--- src/include/sabp_pkg.sv ---
// Shared constants for the steering angle and backup power-mode receiver
package sabp_pkg;

	// ------------------------------------------------------------
	// Field widths
	// ------------------------------------------------------------
	localparam int ANGLE_W = 16;
	localparam int RATE_W  = 12;
	localparam int CENT_W  = 2;
	localparam int PMODE_W = 2;

	// ------------------------------------------------------------
	// Codes
	// ------------------------------------------------------------
	localparam logic [CENT_W-1:0]  CENT_UNKNOWN    = 2'h0;
	localparam logic [CENT_W-1:0]  CENT_ESTIMATED  = 2'h1;
	localparam logic [CENT_W-1:0]  CENT_CALIBRATED = 2'h2;
	localparam logic [PMODE_W-1:0] PMODE_OFF       = 2'h0;
	localparam logic [PMODE_W-1:0] PMODE_ACCESSORY = 2'h1;
	localparam logic [PMODE_W-1:0] PMODE_RUN       = 2'h2;
	localparam logic [PMODE_W-1:0] PMODE_CRANK     = 2'h3;
	localparam logic               ANGLE_VALID     = 1'b0;
	localparam logic               ANGLE_INVALID   = 1'b1;

	// ------------------------------------------------------------
	// Register map (byte addresses)
	// ------------------------------------------------------------
	localparam logic [7:0] REG_ANGLE   = 8'h00;
	localparam logic [7:0] REG_RATE    = 8'h04;
	localparam logic [7:0] REG_STATUS  = 8'h08;
	localparam logic [7:0] REG_THRESH  = 8'h0C;
	localparam logic [7:0] REG_FRAMES  = 8'h10;
	localparam int         ADDR_W      = 8;

	// Status register bit positions
	localparam int ST_VALID_BIT   = 0;
	localparam int ST_CENT_LSB    = 1;
	localparam int ST_EFF_LSB     = 3;
	localparam int ST_BKEN_BIT    = 5;
	localparam int ST_BKAV_BIT    = 6;
	localparam int ST_LOADC_BIT   = 7;
	localparam int ST_CRANK_BIT   = 8;

	// Reset value and AXI response codes
	localparam logic [RATE_W-1:0] THRESH_RESET = 12'h0_7FF;
	localparam logic [1:0]        RESP_OKAY    = 2'h0;
	localparam logic [1:0]        RESP_SLVERR  = 2'h2;

endpackage

--- src/hw/sabp_decode.sv ---
// Per-frame field qualification: validity substitution and power-mode selection
`timescale 1ns/1ps
module sabp_decode
	import sabp_pkg::*;
(
	// Raw fields
	input  wire logic [ANGLE_W-1:0] raw_angle,
	input  wire logic [RATE_W-1:0]  raw_rate,
	input  wire logic               raw_invalid,
	input  wire logic [PMODE_W-1:0] raw_backup_mode,
	input  wire logic               raw_backup_en,
	input  wire logic               raw_backup_avail,
	input  wire logic [PMODE_W-1:0] raw_primary_mode,
	// Qualified fields
	output logic      [ANGLE_W-1:0] q_angle,
	output logic      [RATE_W-1:0]  q_rate,
	output logic      [PMODE_W-1:0] q_mode
);

	always_comb begin
		q_angle = (raw_invalid == ANGLE_INVALID) ? '0 : raw_angle;
		q_rate  = (raw_invalid == ANGLE_INVALID) ? '0 : raw_rate;
		// Backup value used only when both enabled and master available
		if (raw_backup_en && raw_backup_avail) begin
			q_mode = raw_backup_mode;
		end else begin
			q_mode = raw_primary_mode;
		end
	end

endmodule

--- src/hw/sabp_rx.sv ---
// Receiver holding registers, starter decision and AXI4-Lite register access
// Function
// - Angle is 16-bit signed, one sixteenth degree per count.
// - Rate is 12-bit signed, 1 deg/s per count, compared against threshold.
// - Invalid validity forces passed-on angle to zero.
// - Invalid validity forces passed-on rate to zero.
// - Positive angle and rate mean counterclockwise rotation.
// - Backup mode 2 bits: off, accessory, run, crank request.
// - Backup mode ignored unless enable true and master available.
// - Engine stop follows hardwired run/crank input, never backup mode.
// - Backup enable true with master available makes starter logic use backup mode.
// - Otherwise starter logic uses the primary power-mode field.
//
// The AXI4-Lite register port and the address map are this design's own decisions.
`timescale 1ns/1ps
module sabp_rx
	import sabp_pkg::*;
(
	// Clock and reset
	input  wire logic               core_clk,
	input  wire logic               rst_b,
	// Received frame
	input  wire logic               frame_strobe,
	input  wire logic [ANGLE_W-1:0] rx_angle,
	input  wire logic               rx_invalid,
	input  wire logic [CENT_W-1:0]  rx_centering,
	input  wire logic [RATE_W-1:0]  rx_rate,
	input  wire logic [PMODE_W-1:0] rx_backup_mode,
	input  wire logic               rx_backup_en,
	input  wire logic               rx_backup_avail,
	input  wire logic [PMODE_W-1:0] rx_primary_mode,
	// Hardwired run/crank
	input  wire logic               run_crank_in,
	// Qualified outputs
	output logic      [ANGLE_W-1:0] angle_out,
	output logic      [RATE_W-1:0]  rate_out,
	output logic      [CENT_W-1:0]  centering_out,
	output logic      [PMODE_W-1:0] power_mode_out,
	output logic                    crank_request,
	output logic                    load_comp,
	output logic                    engine_stop,
	// AXI4-Lite slave
	input  wire logic [ADDR_W-1:0]  s_axi_awaddr,
	input  wire logic               s_axi_awvalid,
	output logic                    s_axi_awready,
	input  wire logic [31:0]        s_axi_wdata,
	input  wire logic [3:0]         s_axi_wstrb,
	input  wire logic               s_axi_wvalid,
	output logic                    s_axi_wready,
	output logic      [1:0]         s_axi_bresp,
	output logic                    s_axi_bvalid,
	input  wire logic               s_axi_bready,
	input  wire logic [ADDR_W-1:0]  s_axi_araddr,
	input  wire logic               s_axi_arvalid,
	output logic                    s_axi_arready,
	output logic      [31:0]        s_axi_rdata,
	output logic      [1:0]         s_axi_rresp,
	output logic                    s_axi_rvalid,
	input  wire logic               s_axi_rready
);

	// ------------------------------------------------------------
	// Reset synchroniser
	// ------------------------------------------------------------
	logic rst_meta;
	logic rst_n;

	always_ff @(posedge core_clk or negedge rst_b) begin
		if (!rst_b) begin
			rst_meta <= 1'b0;
			rst_n    <= 1'b0;
		end else begin
			rst_meta <= 1'b1;
			rst_n    <= rst_meta;
		end
	end

	// ------------------------------------------------------------
	// Qualification
	// ------------------------------------------------------------
	logic [ANGLE_W-1:0] q_angle;
	logic [RATE_W-1:0]  q_rate;
	logic [PMODE_W-1:0] q_mode;

	sabp_decode u_decode (
		.raw_angle        (rx_angle),
		.raw_rate         (rx_rate),
		.raw_invalid      (rx_invalid),
		.raw_backup_mode  (rx_backup_mode),
		.raw_backup_en    (rx_backup_en),
		.raw_backup_avail (rx_backup_avail),
		.raw_primary_mode (rx_primary_mode),
		.q_angle          (q_angle),
		.q_rate           (q_rate),
		.q_mode           (q_mode)
	);

	function automatic logic [RATE_W-1:0] abs_rate(input logic [RATE_W-1:0] v);
		abs_rate = v[RATE_W-1] ? RATE_W'(~v + 1'b1) : v;
	endfunction

	// ------------------------------------------------------------
	// Holding registers
	// ------------------------------------------------------------
	logic              invalid_h;
	logic              bk_en_h;
	logic              bk_av_h;
	logic [RATE_W-1:0] thresh;
	logic [31:0]       frame_count;

	always_ff @(posedge core_clk or negedge rst_n) begin
		if (!rst_n) begin
			angle_out      <= '0;
			rate_out       <= '0;
			centering_out  <= CENT_UNKNOWN;
			power_mode_out <= PMODE_OFF;
			invalid_h      <= ANGLE_VALID;
			bk_en_h        <= 1'b0;
			bk_av_h        <= 1'b0;
		end else if (frame_strobe) begin
			// Signed values pass unchanged; sign carries rotation sense
			angle_out      <= q_angle;
			rate_out       <= q_rate;
			centering_out  <= rx_centering;
			power_mode_out <= q_mode;
			invalid_h      <= rx_invalid;
			bk_en_h        <= rx_backup_en;
			bk_av_h        <= rx_backup_avail;
		end
	end

	always_ff @(posedge core_clk or negedge rst_n) begin
		if (!rst_n) begin
			frame_count <= '0;
		end else if (frame_strobe) begin
			frame_count <= frame_count + 32'h0000_0001;
		end
	end

	// ------------------------------------------------------------
	// Starter and load decisions
	// ------------------------------------------------------------
	always_ff @(posedge core_clk or negedge rst_n) begin
		if (!rst_n) begin
			crank_request <= 1'b0;
			load_comp     <= 1'b0;
			engine_stop   <= 1'b0;
		end else begin
			crank_request <= (power_mode_out == PMODE_CRANK);
			load_comp     <= (abs_rate(rate_out) > thresh);
			// Network mode changes never stop the engine
			engine_stop   <= !run_crank_in;
		end
	end

	// ------------------------------------------------------------
	// AXI4-Lite write channel
	// ------------------------------------------------------------
	logic              aw_held;
	logic              w_held;
	logic [ADDR_W-1:0] aw_addr;
	logic [31:0]       w_data;
	logic [3:0]        w_strb;

	always_ff @(posedge core_clk or negedge rst_n) begin
		if (!rst_n) begin
			aw_held       <= 1'b0;
			w_held        <= 1'b0;
			aw_addr       <= '0;
			w_data        <= '0;
			w_strb        <= '0;
			s_axi_awready <= 1'b0;
			s_axi_wready  <= 1'b0;
			s_axi_bvalid  <= 1'b0;
			s_axi_bresp   <= RESP_OKAY;
			thresh        <= THRESH_RESET;
		end else begin
			s_axi_awready <= !aw_held && !s_axi_awready && s_axi_awvalid;
			s_axi_wready  <= !w_held && !s_axi_wready && s_axi_wvalid;
			if (s_axi_awvalid && s_axi_awready) begin
				aw_held <= 1'b1;
				aw_addr <= s_axi_awaddr;
			end
			if (s_axi_wvalid && s_axi_wready) begin
				w_held <= 1'b1;
				w_data <= s_axi_wdata;
				w_strb <= s_axi_wstrb;
			end
			if (aw_held && w_held && !s_axi_bvalid) begin
				s_axi_bvalid <= 1'b1;
				aw_held      <= 1'b0;
				w_held       <= 1'b0;
				if (aw_addr == REG_THRESH) begin
					s_axi_bresp <= RESP_OKAY;
					if (w_strb[0]) thresh[7:0]  <= w_data[7:0];
					if (w_strb[1]) thresh[11:8] <= w_data[11:8];
				end else if (aw_addr == REG_ANGLE || aw_addr == REG_RATE ||
						aw_addr == REG_STATUS || aw_addr == REG_FRAMES) begin
					s_axi_bresp <= RESP_OKAY;
				end else begin
					s_axi_bresp <= RESP_SLVERR;
				end
			end else if (s_axi_bvalid && s_axi_bready) begin
				s_axi_bvalid <= 1'b0;
			end
		end
	end

	// ------------------------------------------------------------
	// AXI4-Lite read channel
	// ------------------------------------------------------------
	logic [31:0] status_word;

	always_comb begin
		status_word                           = '0;
		status_word[ST_VALID_BIT]             = invalid_h;
		status_word[ST_CENT_LSB +: CENT_W]    = centering_out;
		status_word[ST_EFF_LSB +: PMODE_W]    = power_mode_out;
		status_word[ST_BKEN_BIT]              = bk_en_h;
		status_word[ST_BKAV_BIT]              = bk_av_h;
		status_word[ST_LOADC_BIT]             = load_comp;
		status_word[ST_CRANK_BIT]             = crank_request;
	end

	always_ff @(posedge core_clk or negedge rst_n) begin
		if (!rst_n) begin
			s_axi_arready <= 1'b0;
			s_axi_rvalid  <= 1'b0;
			s_axi_rdata   <= '0;
			s_axi_rresp   <= RESP_OKAY;
		end else begin
			s_axi_arready <= !s_axi_rvalid && !s_axi_arready && s_axi_arvalid;
			if (s_axi_arvalid && s_axi_arready) begin
				s_axi_rvalid <= 1'b1;
				s_axi_rresp  <= RESP_OKAY;
				case (s_axi_araddr)
					REG_ANGLE:  s_axi_rdata <= {{16{angle_out[ANGLE_W-1]}}, angle_out};
					REG_RATE:   s_axi_rdata <= {{20{rate_out[RATE_W-1]}}, rate_out};
					REG_STATUS: s_axi_rdata <= status_word;
					REG_THRESH: s_axi_rdata <= {20'h0_0000, thresh};
					REG_FRAMES: s_axi_rdata <= frame_count;
					default: begin
						s_axi_rdata <= '0;
						s_axi_rresp <= RESP_SLVERR;
					end
				endcase
			end else if (s_axi_rvalid && s_axi_rready) begin
				s_axi_rvalid <= 1'b0;
			end
		end
	end

endmodule

--- config.mk ---
export PLATFORM = sky130hd
export DESIGN_NAME = sabp_rx
export DESIGN_NICKNAME = d
export VERILOG_FILES = /design/src/include/sabp_pkg.sv /design/src/hw/sabp_decode.sv /design/src/hw/sabp_rx.sv
export SDC_FILE = /design/constraint.sdc
export NUM_CORES = 1
export LEC_CHECK = 0
export BUFFER_PORTS_ARGS = -buffer_cell sky130_fd_sc_hd__buf_2
export CAP_MARGIN = 40
export CORE_ASPECT_RATIO = 2
export CORE_MARGIN = 1.5
export CORE_UTILIZATION = 39
export CTS_CLUSTER_DIAMETER = 60
export DETAILED_ROUTE_END_ITERATION = 7
export PLACE_DENSITY = 0.68
export SLEW_MARGIN = 20
export SYNTH_ARGS = -nofsm -noshare
export SYNTH_HDL_FRONTEND = slang
export SYNTH_SLANG_ARGS = --single-unit
--- constraint.sdc ---
create_clock -name core_clk -period 4.5 [get_ports core_clk]
set_clock_uncertainty 0.15 [all_clocks]
set_input_delay 0.675 -clock core_clk [delete_from_list [all_inputs] [get_ports core_clk]]
set_output_delay 0.675 -clock core_clk [all_outputs]
set_load 0.01 [all_outputs]
Yosys cells after proc, flatten, opt, wreduce, memory -nomap -nowiden

Cells that the tools add are included.

Bits in registers: 149
Bits in latches: 0
RAM bits: 0
ROM bits: 0
Input port bits: 98
Output and inout bits: 76
Word-level logic and storage cells: 91
Memories: 0

$add $sub $neg: 2
$mul: 0
Divide/modulo/power cells: 0
$lt $le $gt $ge: 1
Equality and inequality tests: 9
Shift operators: 0
Muxes and demuxes: 16
Bitwise logic cells: 1
Reductions and logical operators: 34

Operators with widths:

| kind                  | count |
|---|---|
| $pmux 32 s5           | 1 |
| $add 32x1->32 const B | 1 |
| $eq 8x4->1 const B    | 4 |
| $mux 12               | 2 |
| $eq 8x3->1 const B    | 2 |
| $eq 8x5->1 const B    | 2 |
| $logic_not 8->1       | 2 |
| $mux 16               | 1 |
| $logic_and 1x1->1     | 14 |
| $add 12x1->12 const B | 1 |
| $gt 12x12->1          | 1 |
| $not 12->12           | 1 |
| $logic_not 1->1       | 8 |
| $mux 1                | 8 |
| $mux 2                | 4 |
| $reduce_bool 2->1     | 4 |
| $reduce_and 3->1      | 2 |
| $reduce_or 5->1       | 1 |
| $logic_or 1x1->1      | 3 |
| $eq 2x2->1 const B    | 1 |

Depth between registers and ports, before layout

Gate-level depths: netlist (run 1).

Word-level depth: 6
Gate-level depth with buffers: 10
Mapped depth without buffers: 10

Cells and area by module

Synthesis (run 1) repeated with hierarchy kept, for this count alone.

Cell total of the unflattened synthesis: 623
Area total of the unflattened synthesis: 7133.1 sq um

By module, submodules not included:

| module      | instances | cells an instance | area each (sq um) | seq. area each (sq um) |
|---|---|---|---|---|
| sabp_rx     | 1         | 590               | 6889.1            | 3692.3 |
| sabp_decode | 1         | 33                | 244.0             | 0.0 |

Worst setup path after synthesis (run 1)

Ideal clock, no wire load.

Path kind: input port to flip-flop
Start: input s_axi_araddr[7]
End: register s_axi_rdata[15]
Setup time: 0.076 ns
Data arrival time: 2.025 ns
Required time: 4.274 ns
Setup slack: 2.249 ns
Stages: 4
Path buffers: 1
Cells stage by stage: or4_4 -> or4b_4 -> buf_6 -> o21ai_1

Longest elaborated chain between the ends: 2
Elaborated cells on any way between the ends: 6
Classes of those cells: 4 x eq/ne; 1 x mux; 1 x reduce/logical

RTL lines:

| element                            | RTL line       | RTL |
|---|---|---|
| from (decl)                        | sabp_rx.sv:53  | `input wire logic [ADDR_W-1:0] s_axi_araddr,` |
| $eq 8x5->1 (tied with other cells) | sabp_rx.sv:236 | `case (s_axi_araddr)` |
| $pmux 32 s5 (*)                    | sabp_rx.sv:236 |  |
| to (signal assigned)               | sabp_rx.sv:237 | `REG_ANGLE: s_axi_rdata <= {{16{angle_out[ANGLE_W-1]}}, angle_out};` |
| to (signal assigned)               | sabp_rx.sv:238 | `REG_RATE: s_axi_rdata <= {{20{rate_out[RATE_W-1]}}, rate_out};` |
| to (signal assigned)               | sabp_rx.sv:239 | `REG_STATUS: s_axi_rdata <= status_word;` |
| to (decl)                          | sabp_rx.sv:56  | `output logic [31:0] s_axi_rdata,` |

Every way passes the cells marked *; elsewhere a longest branch is shown, timed or not.
A chain may end at the register's enable or synchronous reset.

Final worst setup path (run 1)

Start: register rate_out[0]
End: register load_comp

Longest elaborated chain between the ends: 4

RTL lines:

| element                | RTL line       | RTL |
|---|---|---|
| from (decl)            | sabp_rx.sv:36  | `output logic [RATE_W-1:0] rate_out,` |
| from (signal assigned) | sabp_rx.sv:123 | `rate_out <= q_rate;` |
| $not 12->12            | sabp_rx.sv:99  | `abs_rate = v[RATE_W-1] ? RATE_W'(~v + 1'b1) : v;` |
| $add 12x1->12          | sabp_rx.sv:99  |  |
| $mux 12 (*)            | sabp_rx.sv:99  |  |
| $gt 12x12->1 (*)       | sabp_rx.sv:150 | `load_comp <= (abs_rate(rate_out) > thresh);` |
| to (signal assigned)   | sabp_rx.sv:150 |  |
| to (decl)              | sabp_rx.sv:40  | `output logic load_comp,` |

Marked as above.

==> results.ini, run 1 <==
[clock_network]
cts_buffers = 17
clockRootBuffer = clkbuf_16
ctsResizeCount = 0
h-tree-depth = 4
clock_sinks = 147
clk_pin_slew_ps = 60
clock_path_buffers = 2
clk_latency_ps = 420
cts_tree = built

[die]
num_rows = 68
core_mm2 = 0.0174
start_util_pct = 40.0
die_area_mm2 = 0.0187
die_h_um = 192
dieWidth_um = 97.4
io_pins = 174

[power_and_ir_drop]
p_per_area_mw_per_mm2 = 430
power.leakage_nw = 3.99
p_sw_share_pct = 28.2
ir_drop_mv = 0.300
p_switching_mw = 1.03
intPower_mw = 2.62
p_clk_share_pct = 37.2
seqPwrFrac_pct = 46.7
power_frac_comb_pct = 16.1

[worst_hold_path]
hp-class = reg2async

[layout]
nets = 885
syn2layout_area_growth_pct = 22.1
final_area_mm2 = 0.00848
drive_above_1_share_pct = 32.6
final_cells = 997

[place]
placed_area_mm2 = 0.00789
dpl_worst_slack_ps = 1820
place_congestion = 0.822
dp.cells = 962
port_buffers = 149
dp_hpwl_mm = 12.7

[sta]
hold_ws_ps = 78.2
fmax_mhz = 385
slew_violations = 0
setup_viol = 0
max_slew_margin_pct = 55.9
rsz0062_at_grt = false
hold_viol_final = 0
period_share_pct = 57.8
fin_ws_ps = 1900
period_needed_ps = 2600
worstMarginPinSlew_ps = 660
tns_ps = 0

[worst_setup_path]
worstSetupPathType = reg2reg
arrival_ps = 2740
cp_slowest_cell = dfrtp_1
cp.required_ps = 4640
endpoint_kind = flip-flop
crit_path_start_kind = flip-flop
rr_worst_depth = 10
cpPeakStageDelay_ps = 410
crit_top_cell = ha_1
path_max_fanout = 4
worstPathCellList = inv_1, ha_1, nand3_1, o41ai_1, xnor2_1, ha_1, nand4_1, nor3_1, a21o_1, a31oi_1

[grt]
grt_max_degree = 72
antenna_found_initial = 1
grt_first_pass_wirelength_mm = 26.9
first_global_vias = 5281
grt_overflow_total = 0
grt_usage_pct = 18.5

[synthesis]
syn_avg_cell_area_um2 = 11.1
synth_edf_count = 0
async_flop_share_pct = 100
ys_ff_latch = 147
synth_cell_type_count = 51
ys.flop_type = dfrtp_1
syn-cell-area_mm2 = 0.00694
synth.yosys.seq_area_share_pct = 53.2
yosys_warnings = 0
synth_cells = 627

[status]
status = finished, final reports clean

[job]
drv_cap = 0

[route]
drt_iter0_drc = 189
drc = 0
wirelength_mm = 16.6
wl_per_cell_um = 16.7
first_pass_iters = 4
drt-vias-per-instance = 5.21
postRouteAntennaNets = 0
num_vias = 5193

stage by stage:
stage	util [%]	power (mW)
detailed placement	45.4	2.33
CTS	48.8	3.70
floorplan	-	2.10
finish	48.9	3.65
global placement	45.2	2.31
global route	48.8	3.84
power groups by stage:
stage	combinational [mW]	sequential (mW)	clock, mW
3_5_place_dp	0.594	1.73	0
4_1_cts	0.596	1.71	1.39
3_3_place_gp	0.570	1.74	0
2_1_floorplan	0.389	1.71	0
5_1_grt	0.659	1.74	1.44
6_report	0.587	1.71	1.36
critical path: cells and delay by family, from the launching register on:
kind,cells,cell delay (ps)
buf+inv,1,150
compound gates,3,540
xor+xnor,1,120
simple gates,3,600
flops,1,410
fa+ha+maj,2,510
metal layers:
metal	wire, µm	GRT usage [%]	part of all wire [%]	up-vias
li1	-	-	-	2490
met3	790	4.33	4.7	19
met4	353	7.25	2.1	0
met5	0	0	0	-
met2	9230	35.0	55	156
met1	6260	19.6	38	2528
flip-flops by register name, indices dropped and copies added (netlist names), 2 cells and up:
name	flops
w_data	12
centering_out	2
frame_count	32
power_mode_out	2
angle_out	16
w_strb	2
aw_addr	8
rate_out	12
s_axi_rdata	32
thresh	12
cell families (layout without fill, tap and decap cells):
family | Yosys count | after routing | share of synthesized area (%)
other cells | 2 | 4 | 0.108
xor+xnor | 40 | 40 | 5.04
compound gates | 125 | 125 | 10.3
fa+ha+maj | 14 | 14 | 2.52
simple gates | 160 | 160 | 13.3
buf+inv | 81 | 239 | 4.86
mux | 58 | 58 | 10.7
flops | 147 | 147 | 53.2
path summary, 6_finish.rpt:
check                                  from         endpoint  slack (ps)
worst max-delay path            rate_out[0]        load_comp        1900
worst min-delay path                  rst_n  s_axi_rdata[17]          80
worst max register to register  rate_out[0]        load_comp        1900
worst min register to register        rst_n  s_axi_rdata[17]          80
max in group asynchronous             rst_n        thresh[1]        3390
min in group core_clk              rst_meta            rst_n         210
cell usage after synthesis (all sizes together) (12+ instances only):
library cell / count / area, µm²
xnor2: 23 / 201
a21oi: 25 / 125
inv: 50 / 188
nand4: 12 / 75.1
dfrtp: 136 / 3400
clkbuf: 20 / 75.1
o21ai: 67 / 335
xor2: 17 / 149
nand2: 54 / 205
nor3: 15 / 75.1
nand3b: 28 / 210
a22oi: 12 / 90.1
mux2: 40 / 450
ha: 14 / 175
layout make-up:
type	instances	area, µm²
inverters	50	188
well taps	210	263
clock inverters	13	125
diodes	1	2.50
multi-input cells	400	2920
repair buffers	157	845
clock buffers	19	443
flip-flops and latches	147	3700
fillers	1645	8880
timing repair:
| action | CTS | global route |
|---|---|---|
| endpoints found under the hold margin | 2 | 0 |
| hold buffers | 1 | 0 |
| setup buffers | 0 | 0 |
cells in the final DEF, fill, tap and decap left out, types with 11 or more instances in the layout:
cell,synthesis,layout
buf_2,3,149
a22oi_1,12,12
inv_1,50,50
dfstp_2,11,11
nor3_1,15,15
o21ai_0,47,47
a21oi_1,25,25
nand3b_1,28,28
ha_1,14,14
nand2_1,53,53
nand4_1,12,12
dfrtp_1,136,135
mux2_2,40,40
xor2_1,17,17
clkbuf_16,0,17
xnor2_1,23,23
o21ai_1,20,20
Note: power is estimated with default switching activity, not from simulation.
==> run 2, diff against run 1 <==
- clock period: 4.5 -> 2.2 ns (I/O delays scaled with it)
==> results.ini, run 2 (synthesis gave the netlist of run 1 again) <==
[sta]
worstMarginPinSlew_ps = 671
rsz0062_at_grt = true
fin_ws_ps = -20.7
setup_viol = 1
slew_violations = 0
period_share_pct = 101
hold_viol_final = 0
max_slew_margin_pct = 55.2
tns_ps = -20.7
fmax_mhz = 450
period_needed_ps = 2220

[place]
dpl_worst_slack_ps = -189
place_congestion = 0.862
port_buffers = 149
dp_hpwl_mm = 13.1
dp.cells = 986

[grt]
grt_max_degree = 77
first_global_vias = 5739
grt_usage_pct = 19.9
grt_overflow_total = 0
antenna_found_initial = 0
grt_first_pass_wirelength_mm = 29.1

[worst_setup_path]
rr_worst_depth = 11
regToRegSetupSlack_ps = -20
crit_path_start_kind = flip-flop
cp.required_ps = 2380
reg2reg_to = load_comp
worstSetupPathType = reg2reg
path_max_fanout = 4
endpoint_kind = flip-flop
crit_start = rate_out[0]
arrival_ps = 2400
endpoint = load_comp
r2r_start = rate_out[0]

[layout]
final_cell_mix = 149 x buf_2, 133 x dfrtp_1, 52 x nand2_1, 48 x inv_1, 46 x o21ai_0
nets = 949
syn2layout_area_growth_pct = 33.1
drive_above_1_share_pct = 34.9
final_common_cell = buf_2
largestRegisters = frame_count: 32 flops, s_axi_rdata: 32 flops, angle_out: 16 flops
postLayoutCoreUtil_pct = 53.2
diodes = 0
final_cells = 1060

[die]
die_area_mm2 = 0.0187
dieWidth_um = 97.4
start_util_pct = 40.0
die_h_um = 192
io_pins = 174
num_rows = 68
core_mm2 = 0.0174

[power_and_ir_drop]
p_clk_share_pct = 38.4
p_per_area_mw_per_mm2 = 862
ir_drop_mv = 0.735
p_switching_mw = 2.18
seqPwrFrac_pct = 43.8
power_frac_comb_pct = 17.8
p_sw_share_pct = 27.3
intPower_mw = 5.78
power.leakage_nw = 4.34
p_total_mw = 7.96

[status]
status = complete, but fails checks
violations = setup timing

[worst_hold_path]
hp-class = reg2async

[clock_network]
cts_tree = built
h-tree-depth = 4
clk_latency_ps = 420
cts_buffers = 17
clk_pin_slew_ps = 60
clockRootBuffer = clkbuf_16
clock_sinks = 147
clock_path_buffers = 2

[route]
postRouteAntennaNets = 0
drt_iter0_drc = 193
wl_per_cell_um = 17.0
wirelength_mm = 18.0
drc = 0
first_pass_iters = 4
drt-vias-per-instance = 5.19
num_vias = 5499

[job]
drv_cap = 0

## run 2: cell count changes in the layout (fill, tap and decap cells not counted), sizes merged, moves of 3 or more
cell and change:
clkinvlp -4, bufinv +3, dlygate4sd3 +36, buf +28
## run 2: final cells by class
class | instances | area (µm²)
well taps | 210 | 263
flip-flops and latches | 147 | 3700
multi-input cells | 400 | 3030
repair buffers | 221 | 1450
fillers | 1577 | 8120
clock buffers | 20 | 437
inverters | 50 | 188
clock inverters | 12 | 178
## run 2: through the flow
stage	instance area (µm²)	hold slack [ps]
2_1_floorplan	6950	-116
3_3_place_gp	8090	-34.5
6_report	9240	7.96
3_5_place_dp	8090	-29.6
5_1_grt	9240	13.3
4_1_cts	9140	0.487
## run 2: what timing repair did
action	CTS	global route
hold buffers	37	0
endpoints found under the hold margin	38	0
buffers inserted	2	3
setup endpoints to repair	1	2
gates resized for setup	9	16
pin swaps	4	12
## run 2: power by group through the flow
stage	combinational, mW	sequential (mW)	clock [mW]
finish	1.41	3.49	3.06
global route	1.57	3.55	3.22
CTS	1.37	3.48	3.11
detailed placement	1.29	3.52	0
global placement	1.26	3.51	0
floorplan	0.795	3.50	0
## run 2: worst min-delay path by stage
stage / from / endpoint / slack, ps / depth (start not counted)
detailed placement: rst_b / rst_n / -30 / 1
global placement: rst_b / rst_meta / -30 / 1
finish: rst_n / engine_stop / 8 / 0
CTS: rx_rate[6] / rate_out[6] / 0.5 / 3
floorplan: rst_b / rst_meta / -120 / 0
global route: rx_backup_avail / bk_av_h / 10 / 2
## run 2: layer usage
metal / track usage, % / share of wire (%) / up-vias
met4: 8.24 / 2.7 / 0
met2: 38.2 / 56 / 151
met3: 3.60 / 3.6 / 37
met1: 21.2 / 38 / 2702
li1: - / - / 2609
met5: 0 / 0 / -
## run 2: critical path, stage by stage, from the launching register on
cell and delay [ps]:
dfrtp_1 400, inv_2 100, buf_6 110, nand4_1 100
buf_6 160, o21ai_2 140, xnor2_1 80, ha_1 300
a21oi_1 60, o21a_1 210, a21o_1 160, a31oi_1 160
==> run 3, diff against run 2 <==
- CTS_BUF_LIST: not set -> sky130_fd_sc_hd__clkbuf_4
==> results.ini, run 3 (synthesis gave the netlist of run 1 again) <==
[status]
status = complete, but fails checks
violations = setup timing

[clock_network]
clock_path_buffers = 2
cts_buffers = 17
clk_latency_ps = 550
cts_tree = built
clock_sinks = 147
clk_pin_slew_ps = 130
h-tree-depth = 4
clockRootBuffer = clkbuf_4

[place]
placed_area_mm2 = 0.00809
dp_hpwl_mm = 13.1
place_congestion = 0.862
dpl_worst_slack_ps = -189
port_buffers = 149

[route]
wirelength_mm = 18.7
first_pass_iters = 4
drc = 0
drt-vias-per-instance = 5.18
postRouteAntennaNets = 0
drt_iter0_drc = 209
num_vias = 5654
wl_per_cell_um = 17.1

[grt]
grt_overflow_total = 0
grt_first_pass_wirelength_mm = 29.9
grt_max_degree = 77
grt_usage_pct = 20.4
first_global_vias = 5903
antenna_found_initial = 1

[worst_setup_path]
arrival_ps = 2560
cp_top_family = compound AO/OA/AOI/OAI gates
crit_path_start_kind = flip-flop
cp.required_ps = 2480
cp_slowest_cell = dfrtp_1
endpoint_kind = flip-flop
worstSetupPathType = reg2reg
worstPathCellList = inv_2, buf_4, nand4_1, buf_6, nand2_2, xnor2_2, ha_1, a21o_1, a21o_1, a21oi_1, a31oi_1
cp_num_buf_inv = 3
path_max_fanout = 4
crit_top_cell = a21o_1
cpPeakStageDelay_ps = 410

[sta]
tns_ps = -78.8
period_needed_ps = 2280
worstMarginPinSlew_ps = 688
fin_ws_ps = -78.8
rsz0062_at_grt = true
slew_violations = 0
hold_viol_final = 0
period_share_pct = 104
hold_ws_ps = 16.8
setup_viol = 1
fmax_mhz = 439
max_slew_margin_pct = 54.1

[die]
die_area_mm2 = 0.0187
num_rows = 68
dieWidth_um = 97.4
die_h_um = 192
start_util_pct = 40.0
io_pins = 174
core_mm2 = 0.0174

[layout]
fillers = 1568
largestRegisters = frame_count: 32 flops, s_axi_rdata: 32 flops, angle_out: 16 flops
final_common_cell = buf_2
final_area_mm2 = 0.00925
drive_above_1_share_pct = 34.3
multi_input_area_mm2 = 0.00302
nets = 980
final_cell_mix = 149 x buf_2, 133 x dfrtp_1, 66 x dlygate4sd3_1, 52 x nand2_1, 48 x inv_1
seqCellArea_mm2 = 0.00370
syn2layout_area_growth_pct = 33.2

[power_and_ir_drop]
power.leakage_nw = 4.35
p_per_area_mw_per_mm2 = 748
p_total_mw = 6.92
ir_drop_mv = 0.612

[job]
drv_cap = 0

[worst_hold_path]
hp-class = reg2async

[run 3: cell count changes in the layout (fill, tap and decap cells not counted), sizes merged]
cell | before | now
buf | 184 | 186
diode | 0 | 1
dlygate4sd3 | 37 | 66
[run 3: per-stage QoR]
step | instances | util [%]
3_5_place_dp | 986 | 46.6
2_1_floorplan | 628 | -
3_3_place_gp | 986 | 46.6
4_1_cts | 1086 | 52.7
5_1_grt | 1092 | 53.3
6_report | 1092 | 53.3
[run 3: worst reg2reg max path: stages, from the launching register on]
cell and delay, ps:
dfrtp_1 410, inv_2 70, buf_4 140, nand4_1 100, buf_6 150, nand2_2 80
xnor2_2 160, ha_1 310, a21o_1 160, a21o_1 170, a21oi_1 150, a31oi_1 110
[run 3: layout make-up]
class                   instances  share of cell area [%]
diodes                          1                  0.0271
clock buffers                  20                    1.62
clock inverters                12                    1.92
inverters                      50                    2.03
multi-input cells             400                    32.6
flip-flops and latches        147                    40.0
well taps                     210                    2.84
repair buffers                252                    18.9
[run 3: routing by layer]
| metal | share of wire (%) | global-route usage (%) | vias up |
|---|---|---|---|
| li1 | - | - | 2672 |
| met1 | 37 | 21.4 | 2762 |
| met2 | 55 | 38.7 | 178 |
| met3 | 4.2 | 4.18 | 42 |
| met4 | 3.2 | 8.85 | 0 |
| met5 | 0 | 0 | - |
[run 3: what timing repair did]
item | in CTS | in global routing
hold buffers | 66 | 0
pin swaps | 4 | 10
endpoints found under the setup margin | 1 | 4
setup buffers | 2 | 5
hold endpoints to repair | 66 | 0
cloned | 0 | 0
gates resized for setup | 9 | 14
[run 3: final timing paths]
kind | from | cells past startpoint | to | slack, ps
setup / recovery | rate_out[0] | 11 | load_comp | -80
hold / removal | rst_n | 0 | engine_stop | 20
setup reg to reg | rate_out[0] | 11 | load_comp | -80
hold reg to reg | rst_n | 0 | engine_stop | 20
max in group asynchronous | rst_n | 1 | thresh[6] | 1200
min in group core_clk | s_axi_araddr[5] | 3 | s_axi_rdata[9] | 100
[run 3: power by group]
part | switching [mW] | internal [mW]
Sequential | 0.363 | 3.12
Combinational | 0.684 | 0.784
Clock | 1.01 | 0.947
Total | 2.06 | 4.85
